<file path="config.mk">
export PLATFORM = sky130hd
export DESIGN_NAME = drawer_cfg_host_flat
export DESIGN_NICKNAME = d
export VERILOG_FILES = /design/src/drawer_cfg_pkg.sv /design/src/io_port_if.sv /design/src/drawer_cfg_host.sv /design/src/flat_wrapper.sv
export SDC_FILE = /design/constraint.sdc
export NUM_CORES = 1
export LEC_CHECK = 0
export ABC_CLOCK_PERIOD_IN_PS = 2100
export BUFFER_PORTS_ARGS = -buffer_cell sky130_fd_sc_hd__buf_2
export CORE_UTILIZATION = 40
export CTS_CLUSTER_SIZE = 40
export DETAILED_ROUTE_END_ITERATION = 10
export PLACE_DENSITY_LB_ADDON = 0.05
export SLEW_MARGIN = 20
export SYNTH_ARGS = -nofsm -noshare
export SYNTH_HDL_FRONTEND = slang
export SYNTH_SLANG_ARGS = --single-unit
</file>
<file path="constraint.sdc">
create_clock -name clk_i -period 2.1 [get_ports clk_i]
set_input_delay 0 -clock clk_i [delete_from_list [all_inputs] [get_ports clk_i]]
set_output_delay 0 -clock clk_i [all_outputs]
set_load 0.005 [all_outputs]
</file>
<file path="src/drawer_cfg_pkg.sv">
// constants shared by both ends of the drawer configuration port
package drawer_cfg_pkg;
    localparam logic [7:0] PORT_INDEX_A   = 8'h2E;
    localparam logic [7:0] PORT_INDEX_B   = 8'h4E;
    localparam logic [7:0] UNLOCK_KEY     = 8'h87;
    localparam logic [7:0] LOCK_KEY       = 8'hAA;
    localparam logic [7:0] IDX_LDN        = 8'h07;
    localparam logic [7:0] LDN_DRAWER     = 8'h06;
    localparam logic [7:0] IDX_DRAWER_OUT = 8'h91;
    localparam logic [7:0] DRAWER_OUT_RST = 8'h00;
    localparam int         BIT_DRAWER_ONE = 2;
    localparam int         BIT_DRAWER_TWO = 3;
    localparam logic [7:0] OPEN_ONE_VAL   = 8'h04;
    localparam logic [7:0] OPEN_TWO_VAL   = 8'h08;
    localparam logic [7:0] PULSE_CODE_HI  = 8'h10;
    localparam logic [7:0] PULSE_CODE_LO  = 8'h14;
    // host-side register offsets
    localparam logic [3:0] HREG_CMD    = 4'h0;
    localparam logic [3:0] HREG_STATUS = 4'h1;
    localparam logic [3:0] HREG_RDATA  = 4'h2;
    localparam logic [3:0] HREG_BASE   = 4'h3;
    localparam logic [3:0] HREG_INDEX  = 4'h4;
    localparam logic [3:0] HREG_WDATA  = 4'h5;
    // host command codes
    localparam logic [7:0] CMD_OPEN_ONE = 8'h01;
    localparam logic [7:0] CMD_OPEN_TWO = 8'h02;
    localparam logic [7:0] CMD_CLOSE    = 8'h03;
    localparam logic [7:0] CMD_WRITE    = 8'h04;
    localparam logic [7:0] CMD_READ     = 8'h05;
endpackage

</file>
<file path="src/io_port_if.sv">
// host i/o port cycle interface between host and configuration device
`timescale 1ns/1ps
`default_nettype none
interface io_port_if;
    logic       wr;
    logic       rd;
    logic [7:0] addr;
    logic [7:0] wdata;
    logic [7:0] rdata;
    modport dev  (input wr, rd, addr, wdata, output rdata);
    modport host (output wr, rd, addr, wdata, input rdata);
endinterface
`default_nettype wire

</file>
<file path="src/drawer_cfg_host.sv">
// host end: sequences port cycles from register commands
`timescale 1ns/1ps
`default_nettype none
module drawer_cfg_host
    import drawer_cfg_pkg::*;
(
    input  wire logic       clk_i,    // system clock
    input  wire logic       srst_i,   // sync reset
    input  wire logic [3:0] addr_i,   // register address
    input  wire logic [7:0] wdata_i,  // register write data
    input  wire logic       wr_i,     // write strobe
    input  wire logic       rd_i,     // read strobe
    output logic      [7:0] rdata_o,  // read data, cycle after rd_i
    io_port_if.host         io        // port cycles to device
);
    typedef enum {S_IDLE, S_STEP, S_CAPTURE} state_e;
    typedef struct packed {
        state_e     state;
        logic [3:0] step;
        logic [7:0] cmd;
        logic [7:0] base;
        logic [7:0] index;
        logic [7:0] wdat;
        logic [7:0] result;
        logic [7:0] rdata;
        logic       wr;
        logic       rd;
        logic [7:0] addr;
        logic [7:0] pdata;
    } host_s;
    host_s st_r;
    host_s st_nxt;
    logic [7:0] seq_val;
    logic       seq_dat;
    logic       seq_last;
    logic [3:0] n_steps;

    // one fixed sequence: unlock, unlock, select ldn, target index, data, lock
    always_comb
    begin
        seq_dat = 1'b0;
        seq_val = UNLOCK_KEY;
        case (st_r.step)
            4'h0, 4'h1: seq_val = UNLOCK_KEY;
            4'h2: seq_val = IDX_LDN;
            4'h3: begin seq_dat = 1'b1; seq_val = LDN_DRAWER; end
            4'h4: seq_val = st_r.index;
            4'h5: begin seq_dat = 1'b1; seq_val = st_r.wdat; end
            default: seq_val = LOCK_KEY;
        endcase
    end
    assign n_steps  = 4'h6;
    assign seq_last = st_r.step == n_steps;

    always_comb
    begin
        st_nxt       = st_r;
        st_nxt.wr    = 1'b0;
        st_nxt.rd    = 1'b0;
        st_nxt.rdata = 8'h00;
        if (rd_i)
        begin
            case (addr_i)
                HREG_STATUS: st_nxt.rdata = {7'h00, st_r.state != S_IDLE};
                HREG_RDATA:  st_nxt.rdata = st_r.result;
                HREG_BASE:   st_nxt.rdata = st_r.base;
                HREG_INDEX:  st_nxt.rdata = st_r.index;
                HREG_WDATA:  st_nxt.rdata = st_r.wdat;
                default:     st_nxt.rdata = 8'h00;
            endcase
        end
        if (wr_i && addr_i == HREG_BASE)
            st_nxt.base = wdata_i;
        if (wr_i && addr_i == HREG_INDEX)
            st_nxt.index = wdata_i;
        if (wr_i && addr_i == HREG_WDATA)
            st_nxt.wdat = wdata_i;
        case (st_r.state)
            S_IDLE:
            begin
                if (wr_i && addr_i == HREG_CMD && wdata_i != 8'h00)
                begin
                    st_nxt.cmd   = wdata_i;
                    st_nxt.step  = 4'h0;
                    st_nxt.state = S_STEP;
                    if (wdata_i == CMD_OPEN_ONE || wdata_i == CMD_OPEN_TWO || wdata_i == CMD_CLOSE)
                    begin
                        st_nxt.index = IDX_DRAWER_OUT;
                        st_nxt.wdat  = wdata_i == CMD_OPEN_ONE ? OPEN_ONE_VAL :
                                       wdata_i == CMD_OPEN_TWO ? OPEN_TWO_VAL : DRAWER_OUT_RST;
                    end
                end
            end
            S_STEP:
            begin
                st_nxt.addr  = seq_dat ? st_r.base + 8'h01 : st_r.base;
                st_nxt.pdata = seq_val;
                if (st_r.step == 4'h5 && st_r.cmd == CMD_READ)
                begin
                    st_nxt.rd    = 1'b1;
                    st_nxt.state = S_CAPTURE;
                end
                else
                begin
                    st_nxt.wr   = 1'b1;
                    st_nxt.step = st_r.step + 4'h1;
                    if (seq_last)
                        st_nxt.state = S_IDLE;
                end
            end
            S_CAPTURE:
            begin
                // rd pulse was this cycle; data returns next cycle
                if (!st_r.rd)
                begin
                    st_nxt.result = io.rdata;
                    st_nxt.step   = st_r.step + 4'h1;
                    st_nxt.state  = S_STEP;
                end
            end
            default: st_nxt.state = S_IDLE;
        endcase
    end

    always_ff @(posedge clk_i)
    begin
        if (srst_i)
        begin
            st_r       <= '0;
            st_r.state <= S_IDLE;
            st_r.base  <= PORT_INDEX_A;
        end
        else
            st_r <= st_nxt;
    end

    assign rdata_o  = st_r.rdata;
    assign io.wr    = st_r.wr;
    assign io.rd    = st_r.rd;
    assign io.addr  = st_r.addr;
    assign io.wdata = st_r.pdata;
endmodule
`default_nettype wire

</file>
<file path="src/flat_wrapper.sv">
// flat-port wrapper written by rule: the top's interface ports become plain ports
module drawer_cfg_host_flat import drawer_cfg_pkg::*;
  (clk_i, srst_i, addr_i, wdata_i, wr_i, rd_i, rdata_o, io_wr, io_rd, io_addr, io_wdata, io_rdata);
  io_port_if io_i ();
  input  wire logic clk_i;
  input  wire logic srst_i;
  input  wire logic [3:0] addr_i;
  input  wire logic [7:0] wdata_i;
  input  wire logic wr_i;
  input  wire logic rd_i;
  output logic      [7:0] rdata_o;
  output wire logic [$bits(io_i.wr)-1:0] io_wr;
  output wire logic [$bits(io_i.rd)-1:0] io_rd;
  output wire logic [$bits(io_i.addr)-1:0] io_addr;
  output wire logic [$bits(io_i.wdata)-1:0] io_wdata;
  input wire logic [$bits(io_i.rdata)-1:0] io_rdata;
  assign io_wr = io_i.wr;
  assign io_rd = io_i.rd;
  assign io_addr = io_i.addr;
  assign io_wdata = io_i.wdata;
  assign io_i.rdata = io_rdata;
  drawer_cfg_host u_core (.clk_i(clk_i), .srst_i(srst_i), .addr_i(addr_i), .wdata_i(wdata_i), .wr_i(wr_i), .rd_i(rd_i), .rdata_o(rdata_o), .io(io_i));
endmodule
</file>
=== Word level (Yosys, flattened, before mapping) ===
Index checks and enable logic that the tools add are counted.

* Register bits: 102
* Bits in latches: 0
* RAM bits: 0
* Memory bits (read-only): 0
* Input port bits: 24
* Output and inout port bits: 26
* Logic and storage cells: 80
* Memories kept: 0

* Add/subtract/negate cells: 2
* Multiply operators: 0
* Divide/modulo/power cells: 0
* $lt $le $gt $ge: 0
* Eq/ne operators: 21
* Shift-type cells: 0
* Muxes and demuxes: 20
* Bitwise gates (word level): 3
* Reductions and logical operators: 22

{| class="wikitable"
|+ Operator list
! kind !! number
|-
| 32-bit one-hot mux with 3 select lines || 1
|-
| 8-bit one-hot mux with 5 select lines || 2
|-
| 32-bit 2-to-1 mux || 2
|-
| 16-bit 2-to-1 mux || 3
|-
| 44-bit 2-to-1 mux || 1
|-
| 36-bit 2-to-1 mux || 1
|-
| 32-bit by 1-bit == test with 1-bit output, second input constant || 1
|-
| 32-bit by 2-bit == test with 1-bit output, second input constant || 1
|-
| 32-bit logical NOT || 1
|-
| 8-bit 2-to-1 mux || 4
|-
| 32-bit nonzero test || 1
|-
| 4-bit by 3-bit == test with 1-bit output, second input constant || 5
|-
| 4-bit by 2-bit == test with 1-bit output, second input constant || 4
|-
| 8-bit by 2-bit == test with 1-bit output, second input constant || 2
|-
| 4-bit one-hot mux with 3 select lines || 1
|-
| 8-bit by 1-bit adder with 8-bit output, second input constant || 1
|-
| 4-bit by 1-bit == test with 1-bit output, second input constant || 2
|-
| 8-bit by 1-bit == test with 1-bit output, second input constant || 1
|-
| 8-bit by 3-bit == test with 1-bit output, second input constant || 1
|-
| 4-bit logical NOT || 2
|-
| 4-bit 2-to-1 mux || 2
|-
| 8-bit nonzero test || 1
|-
| 2-bit OR reduction || 4
|-
| 1-bit logical AND || 6
|-
| 11 further kinds || 18
|}

=== Depth between registers and ports, before layout ===
Gate-level depths: netlist of the first run.

* Word-level depth: 6
* Mapped depth: 8

=== Worst setup path after synthesis of the first run ===
OpenSTA, ideal clock, no wires.

* Kind: reg-to-reg
* Start: register u_core.st_r[67] (netlist bit)
* End: register u_core.st_r, in the netlist u_core.io.addr[7]
* Setup time: 0.091 ns
* Arrival time: 1.685 ns
* Data required time: 2.009 ns
* Slack: 0.324 ns
* Stages on the path, launching flop included: 8
* Buffers on the path: 1
* Period minus slack after synthesis: 1.776 ns
* Cell sequence: dfxtp_1 -> inv_1 -> ha_1 -> buf_2 -> nand2_1 -> a211o_1 -> or3_1 -> a311oi_1

* Cells in the longest elaborated chain, start to end: 4

{| class="wikitable"
|+ RTL lines
! item !! line !! source
|-
| start, declared || drawer_cfg_host.sv:31 || <nowiki>host_s st_r;</nowiki>
|-
| start signal, assigned || drawer_cfg_host.sv:134 || <nowiki>st_r <= st_nxt;</nowiki>
|-
| 4-bit by 2-bit == test with 1-bit output or 4-bit by 3-bit == test with 1-bit output (tied branches) || drawer_cfg_host.sv:43 || <nowiki>case (st_r.step)</nowiki>
|-
| 2-bit OR reduction (no source line) (*) || - ||
|-
| 1-bit 2-to-1 mux (*) || drawer_cfg_host.sv:43 ||
|-
| 8-bit 2-to-1 mux (*) || drawer_cfg_host.sv:96 || <nowiki>st_nxt.addr = seq_dat ? st_r.base + 8'h01 : st_r.base;</nowiki>
|}

Mark *: on every way between the ends. The rest lies on a longest branch, timed or not.
A chain may end at the register's enable or synchronous reset.

=== Worst setup path after layout of the first run ===
* Start: input port wdata_i[0]
* End: register u_core.st_r[59] (netlist bit)

* Cells in the longest elaborated chain, start to end: 3

{| class="wikitable"
|+ RTL lines
! item !! line !! source
|-
| start, declared || flat_wrapper.sv:8 || <nowiki>input wire logic [7:0] wdata_i;</nowiki>
|-
| 8-bit nonzero test || drawer_cfg_host.sv:81 || <nowiki>if (wr_i && addr_i == HREG_CMD && wdata_i != 8'h00)</nowiki>
|-
| 1-bit logical AND || drawer_cfg_host.sv:81 ||
|-
| 2-bit AND reduction (no source line) || - ||
|}

Every way passes these cells.

==> key figures, run 1 <==
Timing
  – Max Freq: 0.484 GHz
  – Hold Vio Cnt, Final: 0
  – Final setup margin: 32.5 ps
  – Slew HR: 66.8%
  – Post-route clock skew: 10.7 ps
  – Fin crit period: 2070 ps
  – Setup violators final: 0
  – Slew @ Worst Pin: 497 ps
  – Part of the cycle the worst path needs: 98.5%
  – Slew Viols, Final: 0
  – RSZ-0062 raised after global routing: yes

Clock tree
  – Clk sink count: 72
  – Worst-Skew Late Latency: 340 ps
  – CTS buffer count: 9
  – CTS tree: done
  – Clk buf depth: 2
  – Worst-path clk slew: 80 ps
  – Setup Buffers After CTS: 0
  – CTS Root Cell: clkbuf_8
  – H-Tree Depth: 3

Synthesis
  – Post-synthesis sequential area ratio: 40.5%
  – Post-Syn Nets: 445
  – Cell taking the most area after synthesis: dfxtp_1
  – Main synth FF type: dfxtp_1
  – Yosys cell types: 45
  – Top cell type's share of synthesized area: 40.5%
  – Async SR Flop Fraction: 0%
  – Syn_area_per_cell: 8.65 um^2
  – Syn. warnings: 0
  – Synth area leaders: dfxtp_1, mux2i_1, buf_4
  – Mapped Area: 3560 um^2
  – Number of enable flip-flop cells after synthesis: 0
  – Syn Inst Count: 412
  – #FFs+latches synth: 72

Worst setup path
  – Crit start category: primary input
  – Top fanout value on the critical path: 8
  – Crit Path Class: in2reg
  – Critical path required time: 2390 ps
  – Critical path capture point type: flop
  – CP Data Arrival Time: 2360 ps

Placed design
  – PortBufs: 49
  – Dpl hpwl: 6960 um
  – Routability cong.: 0.821
  – Pre-CTS setup slack: 187 ps

Finish
  – Layout cells sized above 1: 20.0%
  – ANT cells: 0
  – Area grow syn2layout: 17.8%
  – Final Net Count: 488

Global routing
  – First-pass GRT wire length: 15000 um
  – Met2 GRT Util: 32.7%
  – GRT overflow: 0
  – All-layer global routing usage: 22.0%
  – GRT met1 Usage: 32.0%
  – Largest net degree at the start of global routing: 44
  – Initial antenna violation count: 0
  – Top Usage Layer GRT: met2
  – Vias in the first global route: 2704
  – Grt met3 use: 3.29%

Detailed routing
  – Post-DRT Antenna Nets: 0
  – DRC Markers: 0
  – DRC marker count from the first detailed-route iteration: 177
  – Vias after detailed routing: 3044
  – TritonRoute pass-1 iters: 4
  – WL per Instance: 16.6 um
  – Final WL: 9430 um
  – Via/cell ratio: 5.37

Power and ir drop
  – Part of the power in registers: 49.3%
  – Switching Share: 22.6%
  – P per Cell Area: 670 nW/um^2
  – Comb power frac: 6.1%
  – Leakage power: 1.62 nW
  – Int Pwr: 2.18 mW
  – Max rail drop VDD: 382 uV
  – Switch Pwr: 634 uW
  – Clk pwr share: 44.7%
  – Final Power: 2.81 mW

Floorplanning
  – Chip height: 96.4 um
  – Rows: 34
  – Die W: 96.4 um
  – Initial core utilization: 41.0%
  – Die footprint: 9290 um^2
  – CORE AREA: 8680 um^2
  – IO Pins: 50

Worst hold path
  – Worst hold path class: in2reg

Job
  – Max cap viols: 0

Status
  – Status: finished, final reports clean
[what timing repair did]
action / in CTS / in global routing
setup endpoints to repair: 0 / 8
hold endpoints to repair: 28 / 0
hold buffers: 19 / 0
gates resized for setup: 0 / 8
[cell usage in the layout (no fill, tap or decap), types with 5 or more instances in the layout]
cell           netlist  final
buf_2                2     49
o21ai_0             15     15
a211oi_1            14     14
nand3_1             28     27
clkbuf_8             0     11
mux2i_1             22     22
dlygate4sd3_1        0     19
dfxtp_1             72     72
a22o_1               6      6
buf_4               25     10
a221oi_1            10     10
ha_1                 9      7
a22oi_1              7      7
inv_1                7      7
nor2_1              47     47
and3_1               5      5
nor3_1               7      7
a21oi_1             27     27
nor3b_1              5      5
nand2_1             39     38
[cells in the mapped netlist (4+ instances only)]
master    number
xor2_1         4
nor2_1        47
nor3b_1        5
a211oi_1      14
nor3_1         7
dfxtp_1       72
and3_1         5
a21oi_1       27
a221oi_1      10
buf_4         25
ha_1           9
a22oi_1        7
inv_1          7
o21ai_0       15
nand2_1       39
nand3_1       28
clkbuf_1      20
mux2i_1       22
a22o_1         6
[routing by layer]
layer | vias to the layer above | part of all wire [%] | wire length, um
met4 | 0 | 1.6 | 147
met3 | 11 | 4.5 | 424
met5 | - | 0 | 0
li1 | 1543 | - | -
met1 | 1404 | 50 | 4760
met2 | 86 | 43 | 4100
[power groups by stage]
stage | registers [mW] | logic (mW) | clock network, mW
2_1_floorplan | 1.41 | 0.0825 | 0
3_3_place_gp | 1.42 | 0.145 | 0
3_5_place_dp | 1.42 | 0.145 | 0
4_1_cts | 1.38 | 0.169 | 1.29
5_1_grt | 1.39 | 0.187 | 1.35
6_report | 1.38 | 0.170 | 1.26
[per-stage QoR]
| stage | instance area [um^2] | setup TNS, ps | utilization (%) | hold WS, ps | instances |
|---|---|---|---|---|---|
| floorplan | 3560 | 0 | - | 113 | 412 |
| global route | 4200 | -21.1 | 48.4 | 166 | 567 |
| finish | 4200 | 0 | 48.4 | 145 | 567 |
| global placement | 3750 | 0 | 43.2 | 234 | 533 |
| CTS | 4170 | 0 | 48.0 | 151 | 567 |
| detailed placement | 3750 | 0 | 43.2 | 245 | 533 |
[worst paths after layout]
check,start,endpoint,slack [ps],depth (start not counted)
min,rd_i,u_core.rdata_o[6]$_SDFF_PP0_,150,3
max reg2reg,u_core.st_r[70]$_SDFFE_PP0P_,u_core.st_r[59]$_SDFFE_PP0P_,110,8
min reg2reg,u_core.io.wdata[4]$_SDFFE_PP0N_,u_core.io.wdata[4]$_SDFFE_PP0N_,460,2
max,wdata_i[0],u_core.st_r[59]$_SDFFE_PP0P_,30,8
[worst max-delay path, stage by stage]
cell	delay, ps
dlygate4sd3_1	520
buf_2	190
or4_4	570
nor2_4	160
buf_6	140
o21ai_0	70
a21oi_1	140
dlygate4sd3_1	550
[cells by family after synthesis]
family / synth area share [%]
multiplexers: 6.81
AND/OR/NAND/NOR: 21.6
adder cells (fa/ha/maj): 3.16
buffers and inverters: 8.71
flip-flops: 40.5
AO/OA/AOI/OAI: 17.7
XOR/XNOR: 1.48
[cell type report]
class	instances	area [um^2]
clock buffers	11	151
clock inverters	4	76.3
fillers	903	4480
inverters	7	26.3
multi-input cells	285	1830
flip-flops and latches	72	1440
well taps	108	135
repair buffers	80	533
[registers in the layout, summed over array words and instances, names as in the netlist]
register and flops:
u_core.st_r 46, u_core.io.rd 1, u_core.io.wr 1, u_core.io.addr 8, u_core.io.wdata 8, u_core.rdata_o 8
Power figures use the tool's default switching activity.
==> inputs of run 2 (changes only) <==
--- a/config.mk
+++ b/config.mk
@@ -10,2 +10,3 @@
 export CORE_UTILIZATION = 40
+export CTS_BUF_LIST = sky130_fd_sc_hd__clkbuf_4
 export CTS_CLUSTER_SIZE = 40
--- a/constraint.sdc
+++ b/constraint.sdc
@@ -3,2 +3,2 @@
 set_output_delay 0 -clock clk_i [all_outputs]
-set_load 0.005 [all_outputs]
+set_load 0.05 [all_outputs]
==> run 2 against run 1 <==
  * Non-clock buffer count is the same
  * Sequential power barely moved
  * Power is 9.8% lower
  * Fmax up 1.7%
  * Via count about the same
  * Register-to-register slack is essentially flat
  * Wire length rose by 0.18%
  * Core utilization fell by 0.94 points
==> key figures, run 2 (synthesis results as in run 1) <==
Placed design
  – PortBufs: 49 (unchanged)
  – Routability cong.: 0.821 (unchanged)
  – Dpl hpwl: 6960 um (unchanged)
  – Placed Cells incl. Taps: 533 (unchanged)
  – Placement Cell Area: 3750 um^2 (unchanged)

Finish
  – ANT cells: 0 (unchanged)
  – Area grow syn2layout: 15.5% (was 17.8%)
  – Max reg flops: 46 (unchanged)
  – Commonest non-fill, non-tap cells in the layout: dfxtp_1, buf_2, nor2_1, nand2_1 (unchanged)
  – Commonest non-fill, non-tap cell in the layout: dfxtp_1 (unchanged)
  – Final Net Count: 488 (unchanged)
  – Most flops, register: u_core.st_r (unchanged)
  – Layout cells sized above 1: 19.6% (was 20.0%)
  – Post-route insts no fill: 567 (unchanged)
  – Post-route cell area: 4120 um^2 (was 4200 um^2)

Power and ir drop
  – Switching Share: 24.3% (was 22.6%)
  – Leakage power: 1.59 nW (was 1.62 nW)
  – Comb power frac: 6.8% (was 6.1%)
  – Switch Pwr: 617 uW (was 634 uW)
  – Max rail drop VDD: 398 uV (was 382 uV)
  – Part of the power in registers: 54.6% (was 49.3%)
  – Clk pwr share: 38.5% (was 44.7%)
  – P per Cell Area: 616 nW/um^2 (was 670 nW/um^2)
  – Int Pwr: 1.92 mW (was 2.18 mW)

Clock tree
  – H-Tree Depth: 3 (unchanged)
  – Worst-path clk slew: 130 ps (was 80 ps)
  – Clk buf depth: 2 (unchanged)
  – CTS buffer count: 9 (unchanged)
  – Setup Buffers After CTS: 0 (unchanged)
  – CTS Root Cell: clkbuf_4 (was clkbuf_8)
  – Worst-Skew Late Latency: 420 ps (was 340 ps)
  – Clk sink count: 72 (unchanged)
  – CTS tree: done (unchanged)

Global routing
  – Initial antenna violation count: 0 (unchanged)
  – First-pass GRT wire length: 15000 um (about the same)
  – Top Usage Layer GRT: met2 (unchanged)
  – Grt met3 use: 3.52% (was 3.29%)
  – GRT overflow: 0 (unchanged)
  – GRT met1 Usage: 32.3% (was 32.0%)
  – Vias in the first global route: 2701 (was 2704)
  – All-layer global routing usage: 22.0% (about the same)
  – Largest net degree at the start of global routing: 44 (unchanged)
  – Met2 GRT Util: 32.6% (was 32.7%)

Detailed routing
  – Via/cell ratio: 5.37 (about the same)
  – DRC marker count from the first detailed-route iteration: 191 (was 177)
  – TritonRoute pass-1 iters: 4 (unchanged)
  – DRC Markers: 0 (unchanged)
  – Final WL: 9450 um (was 9430 um)
  – WL per Instance: 16.7 um (was 16.6 um)
  – Post-DRT Antenna Nets: 0 (unchanged)
  – Vias after detailed routing: 3042 (was 3044)

Timing
  – Slew @ Worst Pin: 503 ps (was 497 ps)
  – Worst hold slack: 61.5 ps (was 145 ps)
  – Setup TNS: 0 ps (unchanged)
  – Fin crit period: 2030 ps (was 2070 ps)
  – Hold Vio Cnt, Final: 0 (unchanged)
  – Setup violators final: 0 (unchanged)
  – Post-route clock skew: 14.6 ps (was 10.7 ps)
  – Slew HR: 66.4% (was 66.8%)
  – Slew Viols, Final: 0 (unchanged)
  – Max Freq: 0.492 GHz (was 0.484 GHz)
  – Part of the cycle the worst path needs: 96.8% (was 98.5%)
  – RSZ-0062 raised after global routing: no (was yes)

Floorplanning
  – CORE AREA: 8680 um^2 (unchanged)
  – IO Pins: 50 (unchanged)
  – Initial core utilization: 41.0% (unchanged)
  – Chip height: 96.4 um (unchanged)
  – Die W: 96.4 um (unchanged)
  – Rows: 34 (unchanged)
  – Die footprint: 9290 um^2 (unchanged)

Worst setup path
  – Top fanout value on the critical path: 8 (unchanged)
  – Worst path max stage delay: 590 ps (was 570 ps)
  – CP cell instances: dlygate4sd3_1 > buf_2 > or4_4 > nor2_4 > buf_4 > o21ai_0 > a21oi_1 > dlygate4sd3_1 (was dlygate4sd3_1 > buf_2 > or4_4 > nor2_4 > buf_6 > o21ai_0 > a21oi_1 > dlygate4sd3_1)
  – CP Data Arrival Time: 2410 ps (was 2360 ps)
  – Worst path buffer plus inverter count: 4 (unchanged)
  – Critical-path top delay cell: or4_4 (unchanged)
  – Critical path required time: 2480 ps (was 2390 ps)
  – Top cell family by delay on the critical path: buffers and inverters (unchanged)
  – Critical path capture point type: flop (unchanged)
  – Crit Path Class: in2reg (unchanged)
  – Crit start category: primary input (unchanged)
  – Most frequent CP cell: dlygate4sd3_1 (unchanged)

Status
  – Status: finished, final reports clean (unchanged)

Job
  – Max cap viols: 0 (unchanged)

Worst hold path
  – Worst hold path class: in2reg (unchanged)
==> run 2: area by class of cell <==
class	instances	area (um^2)
flip-flops and latches	72	1440
clock inverters	6	83.8
well taps	108	135
fillers	914	4560
repair buffers	80	529
inverters	7	26.3
clock buffers	9	67.6
multi-input cells	285	1830
==> run 2: timing repair <==
| item | 4_1_cts | 5_1_grt |
|---|---|---|
| hold buffers | 19 | 0 |
| resized for setup | 0 | 7 |
| endpoints found under the setup margin | 0 | 2 |
| hold endpoints to repair | 40 | 0 |
==> run 2: path summary, 6_finish.rpt <==
check	from	endpoint	slack, ps	cells past startpoint
max	wdata_i[2]	u_core.st_r[59]$_SDFFE_PP0P_	70	8
min	rd_i	u_core.rdata_o[6]$_SDFF_PP0_	60	3
max reg2reg	u_core.st_r[70]$_SDFFE_PP0P_	u_core.st_r[59]$_SDFFE_PP0P_	100	8
min reg2reg	u_core.io.wdata[4]$_SDFFE_PP0N_	u_core.io.wdata[4]$_SDFFE_PP0N_	470	2
==> run 2: worst reg2reg max path, cell delays in order, from the launching register on <==
cell	delay, ps
dfxtp_1	360
inv_1	100
ha_2	200
buf_4	150
nand3_2	100
buf_4	190
o21ai_0	170
a21oi_1	80
dlygate4sd3_1	550
==> run 2: power groups by stage <==
| stage | clock network, mW | registers [mW] | logic [mW] |
|---|---|---|---|
| 5_1_grt | 1.06 | 1.39 | 0.189 |
| 3_5_place_dp | 0 | 1.42 | 0.148 |
| 4_1_cts | 1.00 | 1.39 | 0.172 |
| 6_report | 0.977 | 1.39 | 0.173 |
| 3_3_place_gp | 0 | 1.42 | 0.148 |
| 2_1_floorplan | 0 | 1.41 | 0.0855 |
==> run 2: per-layer routing <==
| metal | vias to the layer above | share of wire [%] |
|---|---|---|
| li1 | 1535 | - |
| met1 | 1412 | 51 |
| met2 | 81 | 43 |
| met3 | 14 | 4.3 |
| met4 | 0 | 1.6 |
| met5 | - | 0 |
==> run 2: stage by stage <==
step	setup WS, ps	utilization (%)	total power [mW]
after global routing	4.29	47.4	2.64
after floorplan	324	-	1.50
after CTS	37.4	47.1	2.56
after detailed placement	187	43.2	1.56
final	67.2	47.4	2.53
after global placement	341	43.2	1.56
==> inputs of run 3 (changes only) <==
BUFFER_PORTS_ARGS = -buffer_cell sky130_fd_sc_hd__buf_4   (was -buffer_cell sky130_fd_sc_hd__buf_2)
REMOVE_ABC_BUFFERS = 1   (was unset)
SLEW_MARGIN = 10   (was 20)
==> run 3 against run 2 <==
  * Sequential power hardly changed
  * Register-to-register slack better by 20 ps
  * Critical path depth is 1 lower
  * Sequential share of layout area is 1.1 points lower
  * Fmax is 2.7% higher
  * Wire length is 1.4% higher
  * Clock skew is 5.6 ps lower
  * Global-route usage is 0.37 points higher
  * Count of clock-buffer cells in the layout is 1 higher
==> key figures, run 3 (synthesis results as in run 1) <==
Clock tree
  – Clk buf depth: 2 (unchanged)
  – CTS Root Cell: clkbuf_4 (unchanged)
  – Clk sink count: 72 (unchanged)
  – Worst-path clk slew: 120 ps (was 130 ps)
  – Worst-Skew Late Latency: 420 ps (about the same)
  – Setup Buffers After CTS: 0 (unchanged)
  – H-Tree Depth: 3 (unchanged)
  – CTS tree: done (unchanged)
  – CTS buffer count: 9 (unchanged)

Power and ir drop
  – Part of the power in registers: 56.6% (was 54.6%)
  – Switching Share: 25.4% (was 24.3%)
  – Max rail drop VDD: 263 uV (was 398 uV)
  – Final Power: 2.45 mW (was 2.53 mW)
  – Comb power frac: 7.6% (was 6.8%)
  – Leakage power: 1.63 nW (was 1.59 nW)
  – Switch Pwr: 621 uW (was 617 uW)
  – Clk pwr share: 35.8% (was 38.5%)
  – Int Pwr: 1.83 mW (was 1.92 mW)
  – P per Cell Area: 576 nW/um^2 (was 616 nW/um^2)

Placed design
  – Routability cong.: 0.856 (was 0.821)
  – Dpl hpwl: 6910 um (was 6960 um)
  – PortBufs: 49 (unchanged)

Global routing
  – Initial antenna violation count: 0 (unchanged)
  – Largest net degree at the start of global routing: 34 (was 44)
  – First-pass GRT wire length: 15300 um (was 15000 um)
  – GRT overflow: 0 (unchanged)
  – Vias in the first global route: 2860 (was 2701)
  – All-layer global routing usage: 22.4% (was 22.0%)

Finish
  – Final Net Count: 492 (was 488)
  – Max reg flops: 46 (unchanged)
  – Commonest non-fill, non-tap cell in the layout: dfxtp_1 (unchanged)
  – Filler Cell Count: 891 (was 914)
  – Most flops, register: u_core.st_r (unchanged)
  – Commonest non-fill, non-tap cells in the layout: dfxtp_1, buf_4, nor2_1, nand2_1, nand3_1 (was dfxtp_1, buf_2, nor2_1, nand2_1)
  – Layout Utilization: 49.0% (was 47.4%)
  – ANT cells: 0 (unchanged)
  – Layout cells sized above 1: 18.8% (was 19.6%)
  – Area grow syn2layout: 19.3% (was 15.5%)

Timing
  – Max Freq: 0.505 GHz (was 0.492 GHz)
  – Post-route clock skew: 9.02 ps (was 14.6 ps)
  – Slew HR: 59.3% (was 66.4%)
  – Hold Vio Cnt, Final: 0 (unchanged)
  – RSZ-0062 raised after global routing: no (unchanged)
  – Part of the cycle the worst path needs: 94.2% (was 96.8%)
  – Worst hold slack: 80.8 ps (was 61.5 ps)
  – Slew Viols, Final: 0 (unchanged)
  – Slew @ Worst Pin: 609 ps (was 503 ps)
  – Setup TNS: 0 ps (unchanged)
  – Setup violators final: 0 (unchanged)
  – Fin crit period: 1980 ps (was 2030 ps)

Detailed routing
  – DRC Markers: 0 (unchanged)
  – Post-DRT Antenna Nets: 0 (unchanged)
  – Via/cell ratio: 5.36 (was 5.37)
  – Final WL: 9590 um (was 9450 um)
  – DRC marker count from the first detailed-route iteration: 215 (was 191)
  – TritonRoute pass-1 iters: 4 (unchanged)
  – Vias after detailed routing: 3065 (was 3042)
  – WL per Instance: 16.8 um (was 16.7 um)

Job
  – Max cap viols: 0 (unchanged)

Floorplanning
  – Rows: 34 (unchanged)
  – CORE AREA: 8680 um^2 (unchanged)
  – Chip height: 96.4 um (unchanged)
  – Initial core utilization: 41.0% (unchanged)
  – Die footprint: 9290 um^2 (unchanged)
  – IO Pins: 50 (unchanged)
  – Die W: 96.4 um (unchanged)

Worst setup path
  – Crit start category: flop (was primary input)
  – CP cell instances: inv_1 > ha_2 > nor2b_2 > buf_6 > mux2i_1 > nor2_1 > dlygate4sd3_1 (was dlygate4sd3_1 > buf_2 > or4_4 > nor2_4 > buf_4 > o21ai_0 > a21oi_1 > dlygate4sd3_1)
  – Worst path max stage delay: 550 ps (was 590 ps)
  – Critical path required time: 2420 ps (was 2480 ps)
  – Critical path capture point type: flop (unchanged)
  – CP Data Arrival Time: 2290 ps (was 2410 ps)
  – Critical-path top delay cell: dlygate4sd3_1 (was or4_4)
  – Top fanout value on the critical path: 8 (unchanged)
  – Crit Path Class: reg2reg (was in2reg)

Status
  – Status: finished, final reports clean (unchanged)

Worst hold path
  – Worst hold path class: in2reg (unchanged)
==> run 3: cell types whose count changed in the layout (fill, tap and decap cells not counted), sizes merged <==
cell,before,now
buf,61,59
clkinv,2,5
clkbuf,9,10
clkinvlp,1,0
dlygate4sd3,19,25
inv,8,7
bufinv,2,1
==> run 3: final timing paths <==
kind / startpoint / to / slack (ps) / cells after the start
max: u_core.st_r[70]$_SDFFE_PP0P_ / u_core.st_r[32]$_SDFFE_PP0P_ / 120 / 7
min: rd_i / u_core.rdata_o[3]$_SDFF_PP0_ / 80 / 3
max reg2reg: u_core.st_r[70]$_SDFFE_PP0P_ / u_core.st_r[32]$_SDFFE_PP0P_ / 120 / 7
min reg2reg: u_core.io.wdata[4]$_SDFFE_PP0N_ / u_core.io.wdata[4]$_SDFFE_PP0N_ / 480 / 2
==> run 3: layout make-up <==
class	instances	area [um^2]	share of cell area, %
multi-input cells	285	1820	42.7
repair buffers	84	697	16.4
inverters	7	26.3	0.618
clock buffers	10	75.1	1.77
well taps	108	135	3.18
clock inverters	6	60.1	1.41
flip-flops and latches	72	1440	33.9
==> run 3: metal layers <==
layer / vias up / GRT usage (%) / share of wire (%)
met5: - / 0 / 0
met1: 1432 / 31.8 / 50
met3: 10 / 4.38 / 4.4
met4: 0 / 6.13 / 1.3
met2: 81 / 34.5 / 44
li1: 1542 / - / -
==> run 3: per-stage QoR <==
| stage | worst slack (ps) | instance area, um^2 | instances |
|---|---|---|---|
| after floorplan | 300 | 3280 | 364 |
| after global placement | 308 | 3860 | 531 |
| after detailed placement | 219 | 3860 | 531 |
| after CTS | 30.4 | 4240 | 572 |
| after global routing | 4.18 | 4250 | 572 |
| final | 121 | 4250 | 572 |
==> run 3: worst max-delay path: cells and delay by family (launching register included) <==
family / cells / cell delay (ps)
multiplexers: 1 / 210
buffers and inverters: 3 / 810
adder cells (fa/ha/maj): 1 / 250
AND/OR/NAND/NOR: 2 / 230
flip-flops: 1 / 360
==> run 3: power groups by stage <==
stage / Clock (mW) / Combinational (mW) / Sequential (mW)
6_report: 0.876 / 0.187 / 1.39
3_5_place_dp: 0 / 0.160 / 1.42
2_1_floorplan: 0 / 0.0553 / 1.41
5_1_grt: 0.953 / 0.202 / 1.39
4_1_cts: 0.897 / 0.186 / 1.38
3_3_place_gp: 0 / 0.160 / 1.42
==> run 3: timing repair <==
action,CTS,global route
endpoints found under the setup margin,0,8
resized for setup,0,3
hold buffers,25,0
endpoints found under the hold margin,40,0
